===== src/rtl/vpd_pkg.sv =====
/*
  Package for the VC-4 path defect monitor: register offsets, field positions,
  reset values and persistence counts.
  Assumes an 8-bit microprocessor port with a 16-bit address.
*/
package vpd_pkg;
  localparam int unsigned ADDR_W = 16;
  localparam logic [15:0] OFF_INT_STAT2 = 16'h1189;
  localparam logic [15:0] OFF_DEFECT_STAT0 = 16'h1187;
  localparam logic [15:0] OFF_RDI_CFG = 16'h1193;
  localparam logic [15:0] OFF_RX_LABEL = 16'h1196;
  localparam logic [15:0] OFF_EXP_LABEL = 16'h1197;
  localparam logic [7:0] RST_INT_STAT2 = 8'h00;
  localparam logic [7:0] RST_RDI_CFG = 8'h05;
  localparam logic [7:0] RST_EXP_LABEL = 8'h02;
  localparam logic [7:0] RST_RX_LABEL = 8'h00;
  localparam logic [7:0] LABEL_UNEQ = 8'h00;
  // Mode select sits above the threshold nibble so the two never overlap
  localparam int unsigned RDI_TYPE_BIT = 4;
  localparam int unsigned RDI_THR_MSB = 3;
  localparam int unsigned ST_UNEQ = 5;
  localparam int unsigned ST_PLM = 4;
  localparam int unsigned ST_RDI = 3;
  localparam int unsigned ST_RDIU = 2;
  localparam int unsigned ST_LOP = 1;
  localparam int unsigned ST_AIS = 0;
  localparam int unsigned IS_CAIS = 6;
  localparam int unsigned IS_CLOP = 5;
  localparam int unsigned IS_AISPTR = 4;
  localparam int unsigned IS_PTRCHG = 3;
  localparam int unsigned IS_POHCAP = 2;
  localparam int unsigned IS_TIM = 1;
  localparam int unsigned IS_TRU = 0;
  localparam logic [7:0] IS_MASK = 8'h7f;
  localparam logic [3:0] LABEL_PERSIST = 4'h5;
  localparam logic [3:0] LOP_DECLARE = 4'h8;
  localparam logic [3:0] PTR_CLEAR = 4'h3;
  localparam logic [3:0] AIS_DECLARE = 4'h3;
endpackage

===== src/rtl/vpd_label_check.sv =====
/*
  Signal label validation: a C2 value is accepted once it repeats in a run of
  consecutive frames; the accepted value is held in a register.
  Assumes frame_i pulses once per frame with c2_i valid in that cycle.
*/
`timescale 1ns/100ps
`default_nettype none
module vpd_label_check
  import vpd_pkg::*;
#(
  parameter logic [3:0] PERSIST = LABEL_PERSIST
) (
  input wire logic mclk_i,
  input wire logic rst_i,
  input wire logic frame_i,
  input wire logic [7:0] c2_i,
  output logic [7:0] label_o,
  output logic accept_o
);
  logic [7:0] last_q;
  logic [3:0] run_q;

  always_ff @(posedge mclk_i or posedge rst_i) begin
    if (rst_i) begin
      last_q <= 8'h00;
      run_q <= 4'h0;
    end else if (frame_i) begin
      last_q <= c2_i;
      if (c2_i != last_q || run_q == 4'h0) begin
        run_q <= 4'h1;
      end else if (run_q < PERSIST) begin
        run_q <= run_q + 4'h1;
      end
    end
  end

  assign accept_o = frame_i && c2_i == last_q && run_q != 4'h0 && run_q + 4'h1 >= PERSIST;

  always_ff @(posedge mclk_i or posedge rst_i) begin
    if (rst_i) begin
      label_o <= RST_RX_LABEL;
    end else if (accept_o) begin
      label_o <= c2_i;
    end
  end
endmodule
`default_nettype wire


===== src/rtl/vpd_monitor.sv =====
/*
  VC-4 path defect monitor: evaluates unequipped, label mismatch, remote
  defect, remote defect instability, pointer loss and AU alarm indication
  once per frame, and holds the 8-bit register bank for the processor port.
  Assumes the pointer interpreter supplies per-frame pointer and overhead
  indications, all sampled with frame_i, and the port is synchronous.
  // Function
  // Declare unequipped after five consecutive frames with C2 equal to zero.
  // Clear unequipped after five consecutive frames with nonzero C2.
  // Never declare unequipped while the expected label is zero.
  // Store C2 as received label after five identical consecutive frames.
  // Mismatch while received label differs from expected; clear on match.
  // Declaring unequipped clears any active mismatch.
  // Single-bit mode: remote defect after threshold frames with G1 bit5 set.
  // Enhanced mode: remote defect on codes 010, 101, 110 for threshold frames.
  // Threshold comes from configuration bits 3 to 0, written by software.
  // Count remote defect value changes; declare instability at threshold.
  // Threshold frames of stable value reset counter and drop instability.
  // Pointer loss after eight invalid pointers or eight new data flags.
  // Clear pointer loss after three frames of valid pointer, normal flag.
  // AU alarm when pointer bytes and payload all ones for three frames.
  // Clear AU alarm after three frames of valid pointer, set or normal flag.
  // All-ones pointer bytes give AU alarm rather than pointer loss.
  // Status byte: bit5 unequipped, 4 mismatch, 3 remote, 2 unstable, 1 lop, 0 ais.
  // Interrupt byte two latches events in bits 6 to 0; bit 7 reads zero.
  // A configuration bit selects single-bit or enhanced remote defect mode.
  // Interrupt bits read one since the last read and clear on reading.
  // An event in the reading cycle stays latched for the next read.
  // Defects update at frame boundary and all clear at reset.
*/
`timescale 1ns/100ps
`default_nettype none
module vpd_monitor
  import vpd_pkg::*;
(
  input wire logic mclk_i,
  input wire logic rst_i,
  // Frame-rate indications from pointer interpreter and overhead extractor
  input wire logic frame_i,
  input wire logic [7:0] c2_i,
  input wire logic [7:0] g1_i,
  input wire logic ptr_valid_i,
  input wire logic ndf_set_i,
  input wire logic ptr_ones_i,
  input wire logic h3_ones_i,
  input wire logic spe_ones_i,
  input wire logic ptr_change_i,
  input wire logic poh_capture_i,
  input wire logic concat_alarm_chg_i,
  input wire logic concat_ptr_loss_chg_i,
  input wire logic trace_mismatch_chg_i,
  input wire logic trace_unstable_chg_i,
  // Microprocessor port
  input wire logic cs_i,
  input wire logic rd_i,
  input wire logic wr_i,
  input wire logic [vpd_pkg::ADDR_W-1:0] addr_i,
  input wire logic [7:0] wdata_i,
  output logic [7:0] rdata_o,
  output logic [5:0] defect_o
);
  import vpd_pkg::*;

  logic [7:0] rdi_cfg_q;
  logic [7:0] exp_label_q;
  logic [7:0] int_stat_q;
  logic uneq_q, plm_q, rdi_q, rdiu_q, lop_q, ais_q;
  logic [2:0] rdi_val_q;
  logic [3:0] unst_q;
  logic [7:0] rx_label;
  logic label_accept;
  logic [3:0] thr;
  logic enh;
  logic [2:0] rdi_val;
  logic rdi_code;
  logic hit_zero, hit_nonzero, hit_rdi, hit_nordi, hit_same;
  logic hit_badptr, hit_ndf, hit_good, hit_ais, hit_aisclr;
  logic ptr_all_ones;
  logic rd_stat;
  logic [7:0] events;

  assign thr = rdi_cfg_q[RDI_THR_MSB:0];
  assign enh = rdi_cfg_q[RDI_TYPE_BIT];
  assign rdi_val = enh ? g1_i[3:1] : {2'b00, g1_i[3]};
  // G1 bit 5 is the MSB-numbered bit 5 (bit 1 = MSB), so bits 5..7 map to g1_i[3:1]
  assign rdi_code = enh ? (g1_i[3:1] == 3'b010 || g1_i[3:1] == 3'b101 ||
                           g1_i[3:1] == 3'b110) : g1_i[3];
  assign ptr_all_ones = ptr_ones_i && h3_ones_i;

  vpd_label_check u_label (
    .mclk_i(mclk_i),
    .rst_i(rst_i),
    .frame_i(frame_i),
    .c2_i(c2_i),
    .label_o(rx_label),
    .accept_o(label_accept)
  );

  vpd_persist #(.W(4)) u_zero (
    .mclk_i(mclk_i), .rst_i(rst_i), .frame_i(frame_i),
    .cond_i(c2_i == LABEL_UNEQ), .thr_i(LABEL_PERSIST), .hit_o(hit_zero)
  );
  vpd_persist #(.W(4)) u_nonzero (
    .mclk_i(mclk_i), .rst_i(rst_i), .frame_i(frame_i),
    .cond_i(c2_i != LABEL_UNEQ), .thr_i(LABEL_PERSIST), .hit_o(hit_nonzero)
  );
  vpd_persist #(.W(4)) u_rdi (
    .mclk_i(mclk_i), .rst_i(rst_i), .frame_i(frame_i),
    .cond_i(rdi_code), .thr_i(thr), .hit_o(hit_rdi)
  );
  vpd_persist #(.W(4)) u_nordi (
    .mclk_i(mclk_i), .rst_i(rst_i), .frame_i(frame_i),
    .cond_i(!rdi_code), .thr_i(thr), .hit_o(hit_nordi)
  );
  // A run of n equal frames gives n-1 equal adjacent pairs
  vpd_persist #(.W(4)) u_same (
    .mclk_i(mclk_i), .rst_i(rst_i), .frame_i(frame_i),
    .cond_i(rdi_val == rdi_val_q), .thr_i((thr == 4'h0) ? 4'h0 : thr - 4'h1), .hit_o(hit_same)
  );
  vpd_persist #(.W(4)) u_badptr (
    .mclk_i(mclk_i), .rst_i(rst_i), .frame_i(frame_i),
    .cond_i(!ptr_valid_i && !ptr_all_ones), .thr_i(LOP_DECLARE), .hit_o(hit_badptr)
  );
  vpd_persist #(.W(4)) u_ndf (
    .mclk_i(mclk_i), .rst_i(rst_i), .frame_i(frame_i),
    .cond_i(ndf_set_i && !ptr_all_ones), .thr_i(LOP_DECLARE), .hit_o(hit_ndf)
  );
  vpd_persist #(.W(4)) u_good (
    .mclk_i(mclk_i), .rst_i(rst_i), .frame_i(frame_i),
    .cond_i(ptr_valid_i && !ndf_set_i), .thr_i(PTR_CLEAR), .hit_o(hit_good)
  );
  vpd_persist #(.W(4)) u_ais (
    .mclk_i(mclk_i), .rst_i(rst_i), .frame_i(frame_i),
    .cond_i(ptr_all_ones && spe_ones_i), .thr_i(AIS_DECLARE), .hit_o(hit_ais)
  );
  vpd_persist #(.W(4)) u_aisclr (
    .mclk_i(mclk_i), .rst_i(rst_i), .frame_i(frame_i),
    .cond_i(ptr_valid_i), .thr_i(PTR_CLEAR), .hit_o(hit_aisclr)
  );

  // Unequipped and mismatch
  always_ff @(posedge mclk_i or posedge rst_i) begin
    if (rst_i) begin
      uneq_q <= 1'b0;
    end else if (frame_i) begin
      if (hit_zero && exp_label_q != LABEL_UNEQ) begin
        uneq_q <= 1'b1;
      end else if (hit_nonzero || exp_label_q == LABEL_UNEQ) begin
        uneq_q <= 1'b0;
      end
    end
  end

  always_ff @(posedge mclk_i or posedge rst_i) begin
    if (rst_i) begin
      plm_q <= 1'b0;
    end else if (frame_i) begin
      if (hit_zero && exp_label_q != LABEL_UNEQ) begin
        plm_q <= 1'b0;
      end else begin
        plm_q <= ((label_accept ? c2_i : rx_label) != exp_label_q) && !uneq_q;
      end
    end
  end

  // Remote defect and its instability
  always_ff @(posedge mclk_i or posedge rst_i) begin
    if (rst_i) begin
      rdi_q <= 1'b0;
    end else if (frame_i) begin
      if (hit_rdi) begin
        rdi_q <= 1'b1;
      end else if (hit_nordi) begin
        rdi_q <= 1'b0;
      end
    end
  end

  always_ff @(posedge mclk_i or posedge rst_i) begin
    if (rst_i) begin
      rdi_val_q <= 3'h0;
      unst_q <= 4'h0;
      rdiu_q <= 1'b0;
    end else if (frame_i) begin
      rdi_val_q <= rdi_val;
      if (hit_same) begin
        unst_q <= 4'h0;
        rdiu_q <= 1'b0;
      end else if (rdi_val != rdi_val_q) begin
        if (unst_q < thr) begin
          unst_q <= unst_q + 4'h1;
        end
        if (unst_q + 4'h1 >= thr) begin
          rdiu_q <= 1'b1;
        end
      end
    end
  end

  // Pointer loss and AU alarm indication
  always_ff @(posedge mclk_i or posedge rst_i) begin
    if (rst_i) begin
      lop_q <= 1'b0;
    end else if (frame_i) begin
      if (ptr_all_ones) begin
        lop_q <= 1'b0;
      end else if (hit_badptr || hit_ndf) begin
        lop_q <= 1'b1;
      end else if (hit_good) begin
        lop_q <= 1'b0;
      end
    end
  end

  always_ff @(posedge mclk_i or posedge rst_i) begin
    if (rst_i) begin
      ais_q <= 1'b0;
    end else if (frame_i) begin
      if (hit_ais) begin
        ais_q <= 1'b1;
      end else if (hit_aisclr) begin
        ais_q <= 1'b0;
      end
    end
  end

  always_ff @(posedge mclk_i or posedge rst_i) begin
    if (rst_i) begin
      defect_o <= 6'h00;
    end else begin
      defect_o <= {uneq_q, plm_q, rdi_q, rdiu_q, lop_q, ais_q};
    end
  end

  // Register writes
  always_ff @(posedge mclk_i or posedge rst_i) begin
    if (rst_i) begin
      rdi_cfg_q <= RST_RDI_CFG;
      exp_label_q <= RST_EXP_LABEL;
    end else if (cs_i && wr_i) begin
      if (addr_i == OFF_RDI_CFG) begin
        rdi_cfg_q <= wdata_i;
      end else if (addr_i == OFF_EXP_LABEL) begin
        exp_label_q <= wdata_i;
      end
    end
  end

  // Interrupt status byte two
  always_comb begin
    events = 8'h00;
    events[IS_CAIS] = concat_alarm_chg_i;
    events[IS_CLOP] = concat_ptr_loss_chg_i;
    events[IS_AISPTR] = frame_i && ptr_ones_i;
    events[IS_PTRCHG] = ptr_change_i;
    events[IS_POHCAP] = poh_capture_i;
    events[IS_TIM] = trace_mismatch_chg_i;
    events[IS_TRU] = trace_unstable_chg_i;
  end

  assign rd_stat = cs_i && rd_i && addr_i == OFF_INT_STAT2;

  always_ff @(posedge mclk_i or posedge rst_i) begin
    if (rst_i) begin
      int_stat_q <= RST_INT_STAT2;
    end else if (rd_stat) begin
      int_stat_q <= events & IS_MASK;
    end else begin
      int_stat_q <= (int_stat_q | events) & IS_MASK;
    end
  end

  // Read data, registered
  always_ff @(posedge mclk_i or posedge rst_i) begin
    if (rst_i) begin
      rdata_o <= 8'h00;
    end else if (cs_i && rd_i) begin
      if (addr_i == OFF_INT_STAT2) begin
        rdata_o <= int_stat_q;
      end else if (addr_i == OFF_DEFECT_STAT0) begin
        rdata_o <= {2'b00, uneq_q, plm_q, rdi_q, rdiu_q, lop_q, ais_q};
      end else if (addr_i == OFF_RDI_CFG) begin
        rdata_o <= rdi_cfg_q;
      end else if (addr_i == OFF_RX_LABEL) begin
        rdata_o <= rx_label;
      end else if (addr_i == OFF_EXP_LABEL) begin
        rdata_o <= exp_label_q;
      end else begin
        rdata_o <= 8'h00;
      end
    end
  end

  // Checks
  property p_uneq_exp_zero;
    @(posedge mclk_i) disable iff (rst_i)
      (exp_label_q == LABEL_UNEQ) |=> !uneq_q || $past(uneq_q);
  endproperty
  a_uneq_exp_zero: assert property (p_uneq_exp_zero) else $error("unequipped under zero label");

  property p_uneq_clears_plm;
    @(posedge mclk_i) disable iff (rst_i)
      $rose(uneq_q) |-> !plm_q;
  endproperty
  a_uneq_clears_plm: assert property (p_uneq_clears_plm) else $error("mismatch kept on unequipped");

  property p_ais_over_lop;
    @(posedge mclk_i) disable iff (rst_i)
      (frame_i && ptr_all_ones) |=> !lop_q;
  endproperty
  a_ais_over_lop: assert property (p_ais_over_lop) else $error("pointer loss on all ones");

  property p_frame_only;
    @(posedge mclk_i) disable iff (rst_i)
      !frame_i |=> $stable(ais_q) && $stable(lop_q) && $stable(rdi_q);
  endproperty
  a_frame_only: assert property (p_frame_only) else $error("defect moved off frame");

  property p_read_clears;
    @(posedge mclk_i) disable iff (rst_i)
      (rd_stat && events == 8'h00) |=> int_stat_q == 8'h00;
  endproperty
  a_read_clears: assert property (p_read_clears) else $error("status not cleared on read");

  property p_event_kept;
    @(posedge mclk_i) disable iff (rst_i)
      (rd_stat && ptr_change_i) |=> int_stat_q[IS_PTRCHG];
  endproperty
  a_event_kept: assert property (p_event_kept) else $error("event lost on read");

  property p_bit7_zero;
    @(posedge mclk_i) disable iff (rst_i)
      1'b1 |-> !int_stat_q[7];
  endproperty
  a_bit7_zero: assert property (p_bit7_zero) else $error("unused bit set");

  property p_plm_match;
    @(posedge mclk_i) disable iff (rst_i)
      (frame_i && (label_accept ? c2_i : rx_label) == exp_label_q) |=> !plm_q;
  endproperty
  a_plm_match: assert property (p_plm_match) else $error("mismatch on matching label");
endmodule
`default_nettype wire


===== src/rtl/vpd_persist.sv =====
/*
  Persistence counter: counts consecutive frames that meet a condition and
  reports when the count reaches a threshold. Saturates at the threshold.
  Assumes frame_i is a one-cycle pulse at the frame boundary.
*/
`timescale 1ns/100ps
`default_nettype none
module vpd_persist #(
  parameter int unsigned W = 4
) (
  input wire logic mclk_i,
  input wire logic rst_i,
  input wire logic frame_i,
  input wire logic cond_i,
  input wire logic [W-1:0] thr_i,
  output logic hit_o
);
  logic [W-1:0] cnt_q;

  always_ff @(posedge mclk_i or posedge rst_i) begin
    if (rst_i) begin
      cnt_q <= '0;
    end else if (frame_i) begin
      if (!cond_i) begin
        cnt_q <= '0;
      end else if (cnt_q < thr_i) begin
        cnt_q <= cnt_q + 1'b1;
      end
    end
  end

  // Hit includes the frame that completes the run
  assign hit_o = frame_i && cond_i && (cnt_q + 1'b1 >= thr_i || cnt_q >= thr_i);
endmodule
`default_nettype wire


===== config.mk =====
export PLATFORM = sky130hd
export DESIGN_NAME = vpd_monitor
export DESIGN_NICKNAME = d
export VERILOG_FILES = /design/src/rtl/vpd_pkg.sv /design/src/rtl/vpd_label_check.sv /design/src/rtl/vpd_monitor.sv /design/src/rtl/vpd_persist.sv
export SDC_FILE = /design/constraint.sdc
export NUM_CORES = 1
export LEC_CHECK = 0
export BUFFER_PORTS_ARGS = -buffer_cell sky130_fd_sc_hd__buf_2
export CORE_MARGIN = 5
export CORE_UTILIZATION = 54
export CTS_CLUSTER_DIAMETER = 50
export DETAILED_ROUTE_END_ITERATION = 10
export PLACE_DENSITY = 0.77
export RECOVER_POWER = 100
export SYNTH_ARGS = -nofsm -noshare
export SYNTH_HDL_FRONTEND = slang
export SYNTH_SLANG_ARGS = --single-unit

===== constraint.sdc =====
create_clock -name mclk_i -period 3.5 [get_ports mclk_i]
set_clock_uncertainty 0.05 [all_clocks]
set_input_delay 0.525 -clock mclk_i [delete_from_list [all_inputs] [get_ports mclk_i]]
set_output_delay 0.525 -clock mclk_i [all_outputs]
set_load 0.01 [all_outputs]

==> run_summary.xml, run 1 <==
<?xml version="1.0" encoding="UTF-8"?>
<metrics>
  <group name="clock_network">
    <metric name="clockRootBuffer" unit="">sky130_fd_sc_hd__clkbuf_16</metric>
    <metric name="cts.hold.buffers_added" unit="">0</metric>
    <metric name="post-cts-setup-buffers" unit="">0</metric>
    <metric name="cts-root-to-sink-buffers" unit="">2</metric>
    <metric name="cts_buffers" unit="">9</metric>
    <metric name="cts_max_level" unit="">3</metric>
    <metric name="clkTransAtPathRegs" unit="ns">0.07</metric>
    <metric name="ctsResizeCount" unit="">0</metric>
    <metric name="cts_num_sinks" unit="">110</metric>
    <metric name="tritoncts" unit="">yes</metric>
    <metric name="insertion_delay" unit="ns">0.36</metric>
  </group>
  <group name="route">
    <metric name="drt_iter0_markers" unit="">404</metric>
    <metric name="post_drt_wl_per_cell" unit="microns">17.7</metric>
    <metric name="drt_pre_antenna_iters" unit="">7</metric>
    <metric name="vias" unit="">5152</metric>
    <metric name="routed_via_density" unit="">6.04</metric>
    <metric name="drc_violations_left" unit="">0</metric>
    <metric name="wirelength" unit="microns">15100</metric>
    <metric name="ant_nets" unit="">0</metric>
  </group>
  <group name="floorplanning">
    <metric name="die_footprint" unit="sq um">14300</metric>
    <metric name="io_pins" unit="">71</metric>
    <metric name="design.core.area" unit="sq um">11900</metric>
    <metric name="initial_util" unit="%">54.5</metric>
    <metric name="die_height" unit="microns">120</metric>
    <metric name="rows" unit="">40</metric>
    <metric name="die_w" unit="microns">120</metric>
  </group>
  <group name="run_status">
    <metric name="run_status" unit="">finished, violations left</metric>
    <metric name="violations" unit="">capacitance limit, slew limit</metric>
  </group>
  <group name="logic_synthesis">
    <metric name="synth.yosys.seq_area_share" unit="%">42.5</metric>
    <metric name="ys_dominant_reg_cell" unit="">sky130_fd_sc_hd__dfrtp_1</metric>
    <metric name="async_reset_ff_share" unit="%">100</metric>
    <metric name="synth_fa_ha_area_share" unit="%">10.8</metric>
    <metric name="synth_simple_gate_area_share" unit="%">14.5</metric>
    <metric name="post_synth_mux_area_share" unit="%">6.77</metric>
    <metric name="dominant_combinational_cell_family_by_area_after_synthesis" unit="">compound AO/OA/AOI/OAI gates</metric>
    <metric name="synth_enable_flop_cells" unit="">0</metric>
    <metric name="postSynthNetCount" unit="">750</metric>
    <metric name="xor_xnor_fraction_of_synth_area" unit="%">3.37</metric>
    <metric name="post_synth_instance_area" unit="sq um">6490</metric>
    <metric name="synthDistinctLibCells" unit="">68</metric>
    <metric name="synth.avg_cell_area" unit="sq um">10.2</metric>
    <metric name="compound_gate_fraction_of_synth_area" unit="%">18.5</metric>
    <metric name="synth_cells" unit="">637</metric>
    <metric name="ys_warn_count" unit="">0</metric>
    <metric name="yosys_register_bits" unit="">110</metric>
  </group>
  <group name="sta">
    <metric name="slew_headroom" unit="%">-53.6</metric>
    <metric name="fmaxAchievable" unit="GHz">0.335</metric>
    <metric name="tightest_slew" unit="ns">2.30</metric>
    <metric name="final-setup-viol-count" unit="">0</metric>
    <metric name="unrepaired_setup_endpoints_after_global_routing" unit="">false</metric>
    <metric name="slew_violations" unit="">61</metric>
    <metric name="totalNegativeSetupSlack" unit="ns">0</metric>
    <metric name="hold_viol_final" unit="">0</metric>
    <metric name="period_minus_slack" unit="ns">2.99</metric>
    <metric name="final_period_util" unit="%">85.4</metric>
  </group>
  <group name="finish">
    <metric name="fin_util" unit="%">59.9</metric>
    <metric name="post-route-cell-area" unit="sq um">7130</metric>
    <metric name="layout_commonest_cell" unit="">sky130_fd_sc_hd__dfrtp_1</metric>
    <metric name="num-nets-final" unit="">815</metric>
    <metric name="final_cell_mix" unit="">107 x sky130_fd_sc_hd__dfrtp_1, 56 x sky130_fd_sc_hd__ha_1, 55 x sky130_fd_sc_hd__o21ai_0</metric>
    <metric name="diodes" unit="">0</metric>
    <metric name="syn_to_final_growth" unit="%">9.91</metric>
    <metric name="post_route_cells_drive_above_1_share" unit="%">15.4</metric>
  </group>
  <group name="critical_path">
    <metric name="worstSetupStartpointType" unit="">flip-flop</metric>
    <metric name="critical_path.endpoint_type" unit="">flip-flop</metric>
    <metric name="cell_with_the_most_instances_on_the_worst_path" unit="">sky130_fd_sc_hd__a21oi_1</metric>
    <metric name="timing.critical_path.fanout_max" unit="">12</metric>
    <metric name="timing_worst_setup_path_type" unit="">reg2reg</metric>
    <metric name="worstPathCellList" unit="">nor2_1 &gt; a21boi_0 &gt; a21oi_1 &gt; ha_1 &gt; nor2b_1 &gt; o21ai_0 &gt; nand2b_1 &gt; a21oi_1 &gt; a311oi_1 &gt; o32ai_1</metric>
    <metric name="critPathSlowestCell" unit="">sky130_fd_sc_hd__dfstp_1</metric>
    <metric name="critPathMaxStageDelay" unit="ns">0.82</metric>
    <metric name="cp.arrival" unit="ns">3.13</metric>
    <metric name="timing.critical_path.required" unit="ns">3.65</metric>
  </group>
  <group name="global_routing">
    <metric name="grt_usage" unit="%">21.4</metric>
    <metric name="grt_pass1_vias" unit="">5163</metric>
    <metric name="grt_pass1_wl" unit="microns">25000</metric>
    <metric name="grt_max_degree" unit="">62</metric>
    <metric name="grt_remaining_overflow" unit="">0</metric>
    <metric name="antenna_found_initial" unit="">0</metric>
  </group>
  <group name="job">
    <metric name="drv.max_cap_violation_count" unit="">1</metric>
  </group>
  <group name="worst_hold_path">
    <metric name="holdCritPathClass" unit="">in2reg</metric>
  </group>
  <group name="placed_design">
    <metric name="io_buffers" unit="">65</metric>
    <metric name="dpl.hpwl" unit="microns">11000</metric>
    <metric name="gpl.final_weighted_congestion" unit="">0.878</metric>
    <metric name="placed_area" unit="sq um">6970</metric>
  </group>
  <group name="power_and_ir_drop">
    <metric name="cellPowerDensity" unit="nW/um^2">386</metric>
    <metric name="total_leakage_power" unit="nW">3.31</metric>
    <metric name="worst_voltage_drop_across_the_vdd_grid" unit="mV">0.249</metric>
  </group>
</metrics>
cell families (layout without fill, tap and decap cells):
| group | Yosys count | count (layout) |
|---|---|---|
| flip-flops | 110 | 110 |
| buffers and inverters | 56 | 125 |
| XOR/XNOR | 25 | 25 |
| AND/OR/NAND/NOR | 172 | 172 |
| AO/OA/AOI/OAI | 179 | 179 |
| multiplexers | 39 | 39 |
| adder cells (fa/ha/maj) | 56 | 56 |
final timing paths:
path                       slack (ns)  depth (start not counted)               start               to
max in group asynchronous        1.17                          2               rst_i       rdata_o[4]
hold / removal                   0.30                          2  concat_alarm_chg_i    int_stat_q[6]
hold reg to reg                  0.38                          0               ais_q      defect_o[0]
setup reg to reg                 0.51                         10        rdi_cfg_q[0]           rdiu_q
setup / recovery                 0.51                         10        rdi_cfg_q[0]           rdiu_q
min in group asynchronous        0.90                          2               rst_i  u_zero.cnt_q[0]
through the flow:
step	hold WS, ns	cells	setup WS (ns)	power, W
2_1_floorplan	0.325	637	0.0277	0.00165
3_3_place_gp	0.371	838	0.761	0.00177
3_5_place_dp	0.369	838	0.663	0.00179
6_report	0.305	853	0.512	0.00276
5_1_grt	0.300	853	0.236	0.00288
4_1_cts	0.289	853	0.662	0.00278
area by class of cell:
class                      instances  area [sq um]
clock buffer                      12           256
clock inverter                     3          21.3
fill                            1003          4780
inverter                          41           154
multi-input combinational        471          3420
sequential                       110          2760
tap                              147           184
timing repair buffer              69           338
worst max-delay path: cells and delay by family, from the launching register on:
family | cells | cell delay, ns
AND/OR/NAND/NOR | 3 | 0.33
flip-flops | 1 | 0.82
adder cells (fa/ha/maj) | 1 | 0.17
AO/OA/AOI/OAI | 6 | 1.46
cells in the mapped netlist (8+ instances only):
cell | count | area [sq um]
sky130_fd_sc_hd__nand3_1 | 19 | 95.1
sky130_fd_sc_hd__xor2_1 | 8 | 70.1
sky130_fd_sc_hd__a22oi_1 | 8 | 60.1
sky130_fd_sc_hd__a22o_1 | 10 | 87.6
sky130_fd_sc_hd__mux2_2 | 35 | 394
sky130_fd_sc_hd__nand2_1 | 54 | 203
sky130_fd_sc_hd__nor2_1 | 24 | 90.1
sky130_fd_sc_hd__ha_1 | 56 | 701
sky130_fd_sc_hd__a21oi_1 | 37 | 185
sky130_fd_sc_hd__inv_1 | 41 | 154
sky130_fd_sc_hd__nand2b_1 | 11 | 68.8
sky130_fd_sc_hd__o21ai_0 | 55 | 275
sky130_fd_sc_hd__nor2b_1 | 11 | 68.8
sky130_fd_sc_hd__a31oi_1 | 10 | 62.6
sky130_fd_sc_hd__xnor2_1 | 17 | 149
sky130_fd_sc_hd__a21o_1 | 11 | 82.6
sky130_fd_sc_hd__clkbuf_1 | 9 | 33.8
sky130_fd_sc_hd__dfrtp_1 | 107 | 2680
routing by layer:
metal | track usage, % | vias up | share of wire, %
li1 | - | 2446 | -
met1 | 27.6 | 2528 | 45
met2 | 35.5 | 151 | 48
met3 | 4.57 | 27 | 5.0
met4 | 7.87 | 0 | 2.2
met5 | 0 | - | 0
sequential cells by signal (all words and copies together), names as in the netlist, 6 cells and up:
signal           count
u_label.last_q       8
int_stat_q           7
exp_label_q          8
defect_o             6
rdata_o              8
u_label.label_o      8
rdi_cfg_q            8
where the power goes:
group | total, W | internal, W | switching, W
clock | 0.000998 | 0.000519 | 0.000479
sequential | 0.00141 | 0.00134 | 0.0000684
combinational | 0.000352 | 0.000147 | 0.000206
total | 0.00276 | 0.00200 | 0.000753
No activity file was read; power rests on OpenSTA's default activity.
==> run 2: changes to the inputs <==
CORE_UTILIZATION = 55   (was 54)
SYNTH_HIERARCHICAL = 1   (was unset)
==> run_summary.xml, run 2 <==
<?xml version="1.0" encoding="UTF-8"?>
<metrics>
  <group name="clock_network">
    <metric name="cts.hold.buffers_added" unit="">0</metric>
    <metric name="clockRootBuffer" unit="">sky130_fd_sc_hd__clkbuf_16</metric>
    <metric name="tritoncts" unit="">yes</metric>
    <metric name="cts_num_sinks" unit="">110</metric>
    <metric name="cts-root-to-sink-buffers" unit="">2</metric>
    <metric name="clkTransAtPathRegs" unit="ns">0.09</metric>
    <metric name="cts_buffers" unit="">9</metric>
    <metric name="post-cts-setup-buffers" unit="">0</metric>
    <metric name="insertion_delay" unit="ns">0.36</metric>
    <metric name="cts_max_level" unit="">3</metric>
    <metric name="ctsResizeCount" unit="">0</metric>
  </group>
  <group name="logic_synthesis">
    <metric name="ys_warn_count" unit="">6</metric>
    <metric name="yosys.area.top_type" unit="">sky130_fd_sc_hd__dfrtp_1</metric>
    <metric name="synth_cells" unit="">838</metric>
    <metric name="post_synth_instance_area" unit="sq um">8290</metric>
    <metric name="ys_top_cells_by_count" unit="">107 x sky130_fd_sc_hd__dfrtp_1, 101 x sky130_fd_sc_hd__ha_1, 99 x sky130_fd_sc_hd__inv_1</metric>
    <metric name="yosys.cell_count.top_type" unit="">sky130_fd_sc_hd__dfrtp_1</metric>
    <metric name="synth.avg_cell_area" unit="sq um">9.89</metric>
    <metric name="synthDistinctLibCells" unit="">64</metric>
    <metric name="ys_top_cells_by_area" unit="">sky130_fd_sc_hd__dfrtp_1 32%, sky130_fd_sc_hd__ha_1 15%, sky130_fd_sc_hd__inv_1 4.5%</metric>
    <metric name="synth.yosys.seq_area_share" unit="%">33.2</metric>
    <metric name="yosysTopAreaCellShare" unit="%">32.3</metric>
    <metric name="yosys_register_bits" unit="">110</metric>
    <metric name="synth_enable_flop_cells" unit="">0</metric>
    <metric name="ys_dominant_reg_cell" unit="">sky130_fd_sc_hd__dfrtp_1</metric>
    <metric name="async_reset_ff_share" unit="%">100</metric>
  </group>
  <group name="power_and_ir_drop">
    <metric name="cellPowerDensity" unit="nW/um^2">365</metric>
    <metric name="total_leakage_power" unit="nW">4.36</metric>
    <metric name="worst_voltage_drop_across_the_vdd_grid" unit="mV">0.347</metric>
  </group>
  <group name="placed_design">
    <metric name="dpl.hpwl" unit="microns">13400</metric>
    <metric name="place_worst_setup_slack" unit="ns">0.390</metric>
    <metric name="gpl.final_weighted_congestion" unit="">0.841</metric>
    <metric name="io_buffers" unit="">65</metric>
  </group>
  <group name="route">
    <metric name="wirelength" unit="microns">17600</metric>
    <metric name="post_drt_wl_per_cell" unit="microns">15.6</metric>
    <metric name="ant_nets" unit="">0</metric>
    <metric name="drc_violations_left" unit="">0</metric>
    <metric name="routed_via_density" unit="">5.73</metric>
    <metric name="vias" unit="">6471</metric>
    <metric name="drt_iter0_markers" unit="">314</metric>
    <metric name="drt_pre_antenna_iters" unit="">4</metric>
  </group>
  <group name="sta">
    <metric name="final-setup-viol-count" unit="">0</metric>
    <metric name="hold-worst-slack" unit="ns">0.281</metric>
    <metric name="slew_violations" unit="">51</metric>
    <metric name="slew_headroom" unit="%">-31.9</metric>
    <metric name="tightest_slew" unit="ns">1.98</metric>
    <metric name="hold_viol_final" unit="">0</metric>
    <metric name="unrepaired_setup_endpoints_after_global_routing" unit="">false</metric>
    <metric name="fmaxAchievable" unit="GHz">0.317</metric>
    <metric name="totalNegativeSetupSlack" unit="ns">0</metric>
    <metric name="fin_ws" unit="ns">0.343</metric>
    <metric name="period_minus_slack" unit="ns">3.16</metric>
    <metric name="final_period_util" unit="%">90.2</metric>
  </group>
  <group name="floorplanning">
    <metric name="initial_util" unit="%">56.6</metric>
    <metric name="die_w" unit="microns">133</metric>
    <metric name="design.core.area" unit="sq um">14600</metric>
    <metric name="die_footprint" unit="sq um">17600</metric>
    <metric name="die_height" unit="microns">133</metric>
    <metric name="rows" unit="">44</metric>
    <metric name="io_pins" unit="">71</metric>
  </group>
  <group name="finish">
    <metric name="syn_to_final_growth" unit="%">9.92</metric>
    <metric name="post_route_cells_drive_above_1_share" unit="%">14.9</metric>
    <metric name="layout_commonest_cell" unit="">sky130_fd_sc_hd__dfrtp_1</metric>
    <metric name="final_cell_mix" unit="">107 x sky130_fd_sc_hd__dfrtp_1, 101 x sky130_fd_sc_hd__ha_1, 99 x sky130_fd_sc_hd__inv_1</metric>
    <metric name="num-nets-final" unit="">1098</metric>
    <metric name="diodes" unit="">0</metric>
  </group>
  <group name="global_routing">
    <metric name="grt_remaining_overflow" unit="">0</metric>
    <metric name="grt_pass1_vias" unit="">6241</metric>
    <metric name="grt_usage" unit="%">20.3</metric>
    <metric name="grt_pass1_wl" unit="microns">30100</metric>
    <metric name="antenna_found_initial" unit="">0</metric>
    <metric name="grt_max_degree" unit="">60</metric>
  </group>
  <group name="run_status">
    <metric name="violations" unit="">capacitance limit, slew limit</metric>
    <metric name="run_status" unit="">finished, violations left</metric>
  </group>
  <group name="critical_path">
    <metric name="timing_worst_setup_path_type" unit="">reg2reg</metric>
    <metric name="worst_case_reg_to_reg_path_depth" unit="">11</metric>
    <metric name="cp.arrival" unit="ns">3.35</metric>
    <metric name="critical_path.endpoint_type" unit="">flip-flop</metric>
    <metric name="timing.critical_path.fanout_max" unit="">6</metric>
    <metric name="timing.critical_path.required" unit="ns">3.69</metric>
    <metric name="worstSetupStartpointType" unit="">flip-flop</metric>
  </group>
  <group name="worst_hold_path">
    <metric name="holdCritPathClass" unit="">in2reg</metric>
    <metric name="hold-path-cell-count" unit="">2</metric>
  </group>
  <group name="job">
    <metric name="drv.max_cap_violation_count" unit="">1</metric>
  </group>
</metrics>
[run 2: routing by layer]
metal / share of wire [%] / track usage (%)
met4: 1.2 / 3.93
met1: 47 / 27.5
met2: 48 / 33.9
met3: 4.2 / 4.37
met5: 0 / 0
[run 2: worst max-delay path: stages, from the launching register on]
cell                       delay (ns)
sky130_fd_sc_hd__dfstp_2         0.58
sky130_fd_sc_hd__inv_1           0.12
sky130_fd_sc_hd__a31oi_1         0.30
sky130_fd_sc_hd__ha_1            0.29
sky130_fd_sc_hd__a21boi_0        0.17
sky130_fd_sc_hd__o21a_1          0.14
sky130_fd_sc_hd__o21ai_0         0.07
sky130_fd_sc_hd__a41oi_1         0.35
sky130_fd_sc_hd__o21ai_2         0.16
sky130_fd_sc_hd__a221oi_4        0.48
sky130_fd_sc_hd__mux2i_1         0.23
sky130_fd_sc_hd__o21ai_0         0.09
[run 2: worst paths after layout]
kind | startpoint | endpoint | slack, ns
min | trace_mismatch_chg_i | int_stat_q[1] | 0.28
max in group asynchronous | rst_i | ais_q | 1.08
max | rdi_cfg_q[2] | unst_q[1] | 0.34
max reg2reg | rdi_cfg_q[2] | unst_q[1] | 0.34
min in group asynchronous | rst_i | u_same/cnt_q[0] | 0.38
min reg2reg | rdiu_q | defect_o[2] | 0.37
[run 2: cell type report]
class / instances / area (sq um)
Multi-Input combinational cell: 651 / 5110
Clock buffer: 9 / 225
Inverter: 99 / 372
Fill cell: 1213 / 5530
Tap cell: 184 / 230
Timing Repair Buffer: 69 / 324
Sequential cell: 110 / 2760
Clock inverter: 7 / 93.8
[run 2: report_power, final]
part / internal [W] / total (W) / leakage (nW) / switching, W
clock network: 0.000523 / 0.00109 / 0.154 / 0.000565
registers: 0.00136 / 0.00146 / 1.42 / 0.0000990
logic: 0.000353 / 0.000781 / 2.79 / 0.000428
[run 2: stage by stage]
| step | utilization (%) | power [W] | cells | cell area (sq um) |
|---|---|---|---|---|
| global route | 62.2 | 0.00354 | 1129 | 9110 |
| floorplan | - | 0.00206 | 871 | 8410 |
| global placement | 61.0 | 0.00226 | 1113 | 8940 |
| CTS | 63.2 | 0.00338 | 1129 | 9260 |
| detailed placement | 61.0 | 0.00228 | 1113 | 8940 |
| finish | 62.2 | 0.00333 | 1129 | 9110 |
[run 2: logic make-up after synthesis]
| kind of cell | count (synthesis) | share of synthesized area [%] |
|---|---|---|
| AO/OA/AOI/OAI | 208 | 20.0 |
| XOR/XNOR | 42 | 4.44 |
| adder cells (fa/ha/maj) | 101 | 15.2 |
| buffers and inverters | 110 | 5.24 |
| flip-flops | 110 | 33.2 |
| multiplexers | 49 | 6.81 |
| other | 2 | 0.0906 |
| AND/OR/NAND/NOR | 216 | 15.0 |
==> run 3: changes to the inputs <==
CORE_UTILIZATION = 30   (was 55)
PLACE_DENSITY = unset   (was 0.77)
==> run_summary.xml, run 3 (synthesized netlist as in run 2, its figures left out) <==
<?xml version="1.0" encoding="UTF-8"?>
<metrics>
  <group name="placed_design">
    <metric name="gpl.final_weighted_congestion" unit="">0.812</metric>
    <metric name="io_buffers" unit="">65</metric>
    <metric name="dpl.hpwl" unit="microns">14400</metric>
    <metric name="placed_area" unit="sq um">9190</metric>
  </group>
  <group name="global_routing">
    <metric name="grt_pass1_wl" unit="microns">31500</metric>
    <metric name="antenna_found_initial" unit="">1</metric>
    <metric name="global_route.usage.met1" unit="%">16.6</metric>
    <metric name="gr-max-usage-layer" unit="">met2</metric>
    <metric name="grt_max_degree" unit="">91</metric>
    <metric name="met2_grt_util" unit="%">19.9</metric>
    <metric name="use_met3" unit="%">2.25</metric>
    <metric name="grt_pass1_vias" unit="">6361</metric>
    <metric name="grt_usage" unit="%">12.2</metric>
    <metric name="grt_remaining_overflow" unit="">0</metric>
  </group>
  <group name="route">
    <metric name="vias" unit="">6382</metric>
    <metric name="routed_via_density" unit="">4.85</metric>
    <metric name="post_drt_wl_per_cell" unit="microns">14.2</metric>
    <metric name="drc_violations_left" unit="">0</metric>
    <metric name="drt_iter0_markers" unit="">442</metric>
    <metric name="drt_pre_antenna_iters" unit="">5</metric>
    <metric name="wirelength" unit="microns">18700</metric>
    <metric name="ant_nets" unit="">0</metric>
  </group>
  <group name="power_and_ir_drop">
    <metric name="cellPowerDensity" unit="nW/um^2">351</metric>
    <metric name="worst_voltage_drop_across_the_vdd_grid" unit="mV">0.249</metric>
    <metric name="total_leakage_power" unit="nW">4.33</metric>
  </group>
  <group name="sta">
    <metric name="slew_headroom" unit="%">14.4</metric>
    <metric name="period_minus_slack" unit="ns">3.06</metric>
    <metric name="tightest_slew" unit="ns">1.28</metric>
    <metric name="fmaxAchievable" unit="GHz">0.327</metric>
    <metric name="totalNegativeSetupSlack" unit="ns">0</metric>
    <metric name="hold_viol_final" unit="">0</metric>
    <metric name="final-setup-viol-count" unit="">0</metric>
    <metric name="unrepaired_setup_endpoints_after_global_routing" unit="">false</metric>
    <metric name="final_period_util" unit="%">87.3</metric>
    <metric name="hold-worst-slack" unit="ns">0.283</metric>
    <metric name="slew_violations" unit="">0</metric>
  </group>
  <group name="finish">
    <metric name="final_cell_mix" unit="">107 x sky130_fd_sc_hd__dfrtp_1, 101 x sky130_fd_sc_hd__ha_1, 99 x sky130_fd_sc_hd__inv_1</metric>
    <metric name="post-route-cell-area" unit="sq um">9310</metric>
    <metric name="diodes" unit="">0</metric>
    <metric name="post_route_cells_drive_above_1_share" unit="%">14.7</metric>
    <metric name="num-nets-final" unit="">1098</metric>
    <metric name="seq_cell_area" unit="sq um">2760</metric>
    <metric name="fillers" unit="">2778</metric>
    <metric name="layout_commonest_cell" unit="">sky130_fd_sc_hd__dfrtp_1</metric>
    <metric name="multi_input_area" unit="sq um">5070</metric>
    <metric name="syn_to_final_growth" unit="%">12.3</metric>
  </group>
  <group name="clock_network">
    <metric name="cts.hold.buffers_added" unit="">0</metric>
    <metric name="tritoncts" unit="">yes</metric>
    <metric name="post-cts-setup-buffers" unit="">0</metric>
    <metric name="clkTransAtPathRegs" unit="ns">0.09</metric>
    <metric name="cts_max_level" unit="">3</metric>
    <metric name="ctsResizeCount" unit="">0</metric>
    <metric name="cts-root-to-sink-buffers" unit="">2</metric>
    <metric name="insertion_delay" unit="ns">0.37</metric>
    <metric name="clockRootBuffer" unit="">sky130_fd_sc_hd__clkbuf_16</metric>
    <metric name="cts_buffers" unit="">9</metric>
    <metric name="cts_num_sinks" unit="">110</metric>
  </group>
  <group name="critical_path">
    <metric name="timing.critical_path.required" unit="ns">3.70</metric>
    <metric name="worstSetupStartpointType" unit="">flip-flop</metric>
    <metric name="timing_worst_setup_path_type" unit="">reg2reg</metric>
    <metric name="cp.arrival" unit="ns">3.26</metric>
    <metric name="critPathMaxStageDelay" unit="ns">0.81</metric>
    <metric name="critical_path.endpoint_type" unit="">flip-flop</metric>
    <metric name="worst-path-buf-inv" unit="">1</metric>
    <metric name="critPathSlowestCell" unit="">sky130_fd_sc_hd__dfstp_1</metric>
    <metric name="worstPathCellList" unit="">nand2_1 &gt; nand2_1 &gt; inv_1 &gt; ha_1 &gt; a21boi_0 &gt; o21a_1 &gt; o21ai_0 &gt; a41oi_1 &gt; o21ai_2 &gt; a221oi_4 &gt; mux2i_1 &gt; o21ai_0</metric>
    <metric name="timing.critical_path.fanout_max" unit="">12</metric>
    <metric name="crit_family" unit="">compound AO/OA/AOI/OAI gates</metric>
  </group>
  <group name="floorplanning">
    <metric name="io_pins" unit="">71</metric>
    <metric name="initial_util" unit="%">30.6</metric>
    <metric name="die_height" unit="microns">176</metric>
    <metric name="design.core.area" unit="sq um">27100</metric>
    <metric name="die_w" unit="microns">176</metric>
    <metric name="die_footprint" unit="sq um">31100</metric>
    <metric name="rows" unit="">60</metric>
  </group>
  <group name="run_status">
    <metric name="run_status" unit="">completed</metric>
  </group>
  <group name="worst_hold_path">
    <metric name="holdCritPathClass" unit="">in2reg</metric>
  </group>
  <group name="job">
    <metric name="drv.max_cap_violation_count" unit="">0</metric>
  </group>
</metrics>
-- run 3: path summary, 6_finish.rpt --
path	to	start	slack, ns	depth (start not counted)
worst min register to register	defect_o[4]	plm_q	0.39	0
max in group asynchronous	unst_q[3]	rst_i	0.97	3
worst max-delay path	unst_q[1]	rdi_cfg_q[0]	0.44	12
worst min-delay path	int_stat_q[5]	concat_ptr_loss_chg_i	0.28	2
worst max register to register	unst_q[1]	rdi_cfg_q[0]	0.44	12
min in group asynchronous	u_same/cnt_q[0]	rst_i	0.37	2
-- run 3: per-stage QoR --
| step | setup WS [ns] | utilization, % | instances | total power (W) |
|---|---|---|---|---|
| floorplan | 0.589 | - | 871 | 0.00206 |
| finish | 0.443 | 34.3 | 1317 | 0.00326 |
| global route | 0.156 | 34.3 | 1317 | 0.00349 |
| global placement | 0.392 | 33.9 | 1301 | 0.00227 |
| detailed placement | 0.349 | 33.9 | 1301 | 0.00229 |
| CTS | 0.459 | 35.0 | 1317 | 0.00337 |
-- run 3: final cells by class --
class	count	area share, %
Clock buffer	10	2.57
Multi-Input combinational cell	651	54.5
Clock inverter	6	0.659
Sequential cell	110	29.6
Inverter	99	3.99
Timing Repair Buffer	69	3.63
Tap cell	372	5.00
-- run 3: per-layer routing --
layer / wire [microns] / share of wire [%]
met3: 777 / 4.2
met4: 315 / 1.7
met2: 8610 / 46
met1: 8940 / 48
met5: 7 / 0.038
-- run 3: power by group --
part	internal [W]	leakage [nW]	switching, W	total (W)
clock network	0.000523	0.145	0.000525	0.00105
registers	0.00136	1.42	0.000102	0.00147
logic	0.000335	2.77	0.000416	0.000751
total	0.00222	4.33	0.00104	0.00326
-- run 3: worst register-to-register path, stage by stage, from the launching register on --
cell	delay, ns
sky130_fd_sc_hd__dfstp_1	0.81
sky130_fd_sc_hd__nand2_1	0.10
sky130_fd_sc_hd__nand2_1	0.08
sky130_fd_sc_hd__inv_1	0.06
sky130_fd_sc_hd__ha_1	0.27
sky130_fd_sc_hd__a21boi_0	0.17
sky130_fd_sc_hd__o21a_1	0.13
sky130_fd_sc_hd__o21ai_0	0.07
sky130_fd_sc_hd__a41oi_1	0.30
sky130_fd_sc_hd__o21ai_2	0.15
sky130_fd_sc_hd__a221oi_4	0.44
sky130_fd_sc_hd__mux2i_1	0.22
sky130_fd_sc_hd__o21ai_0	0.08
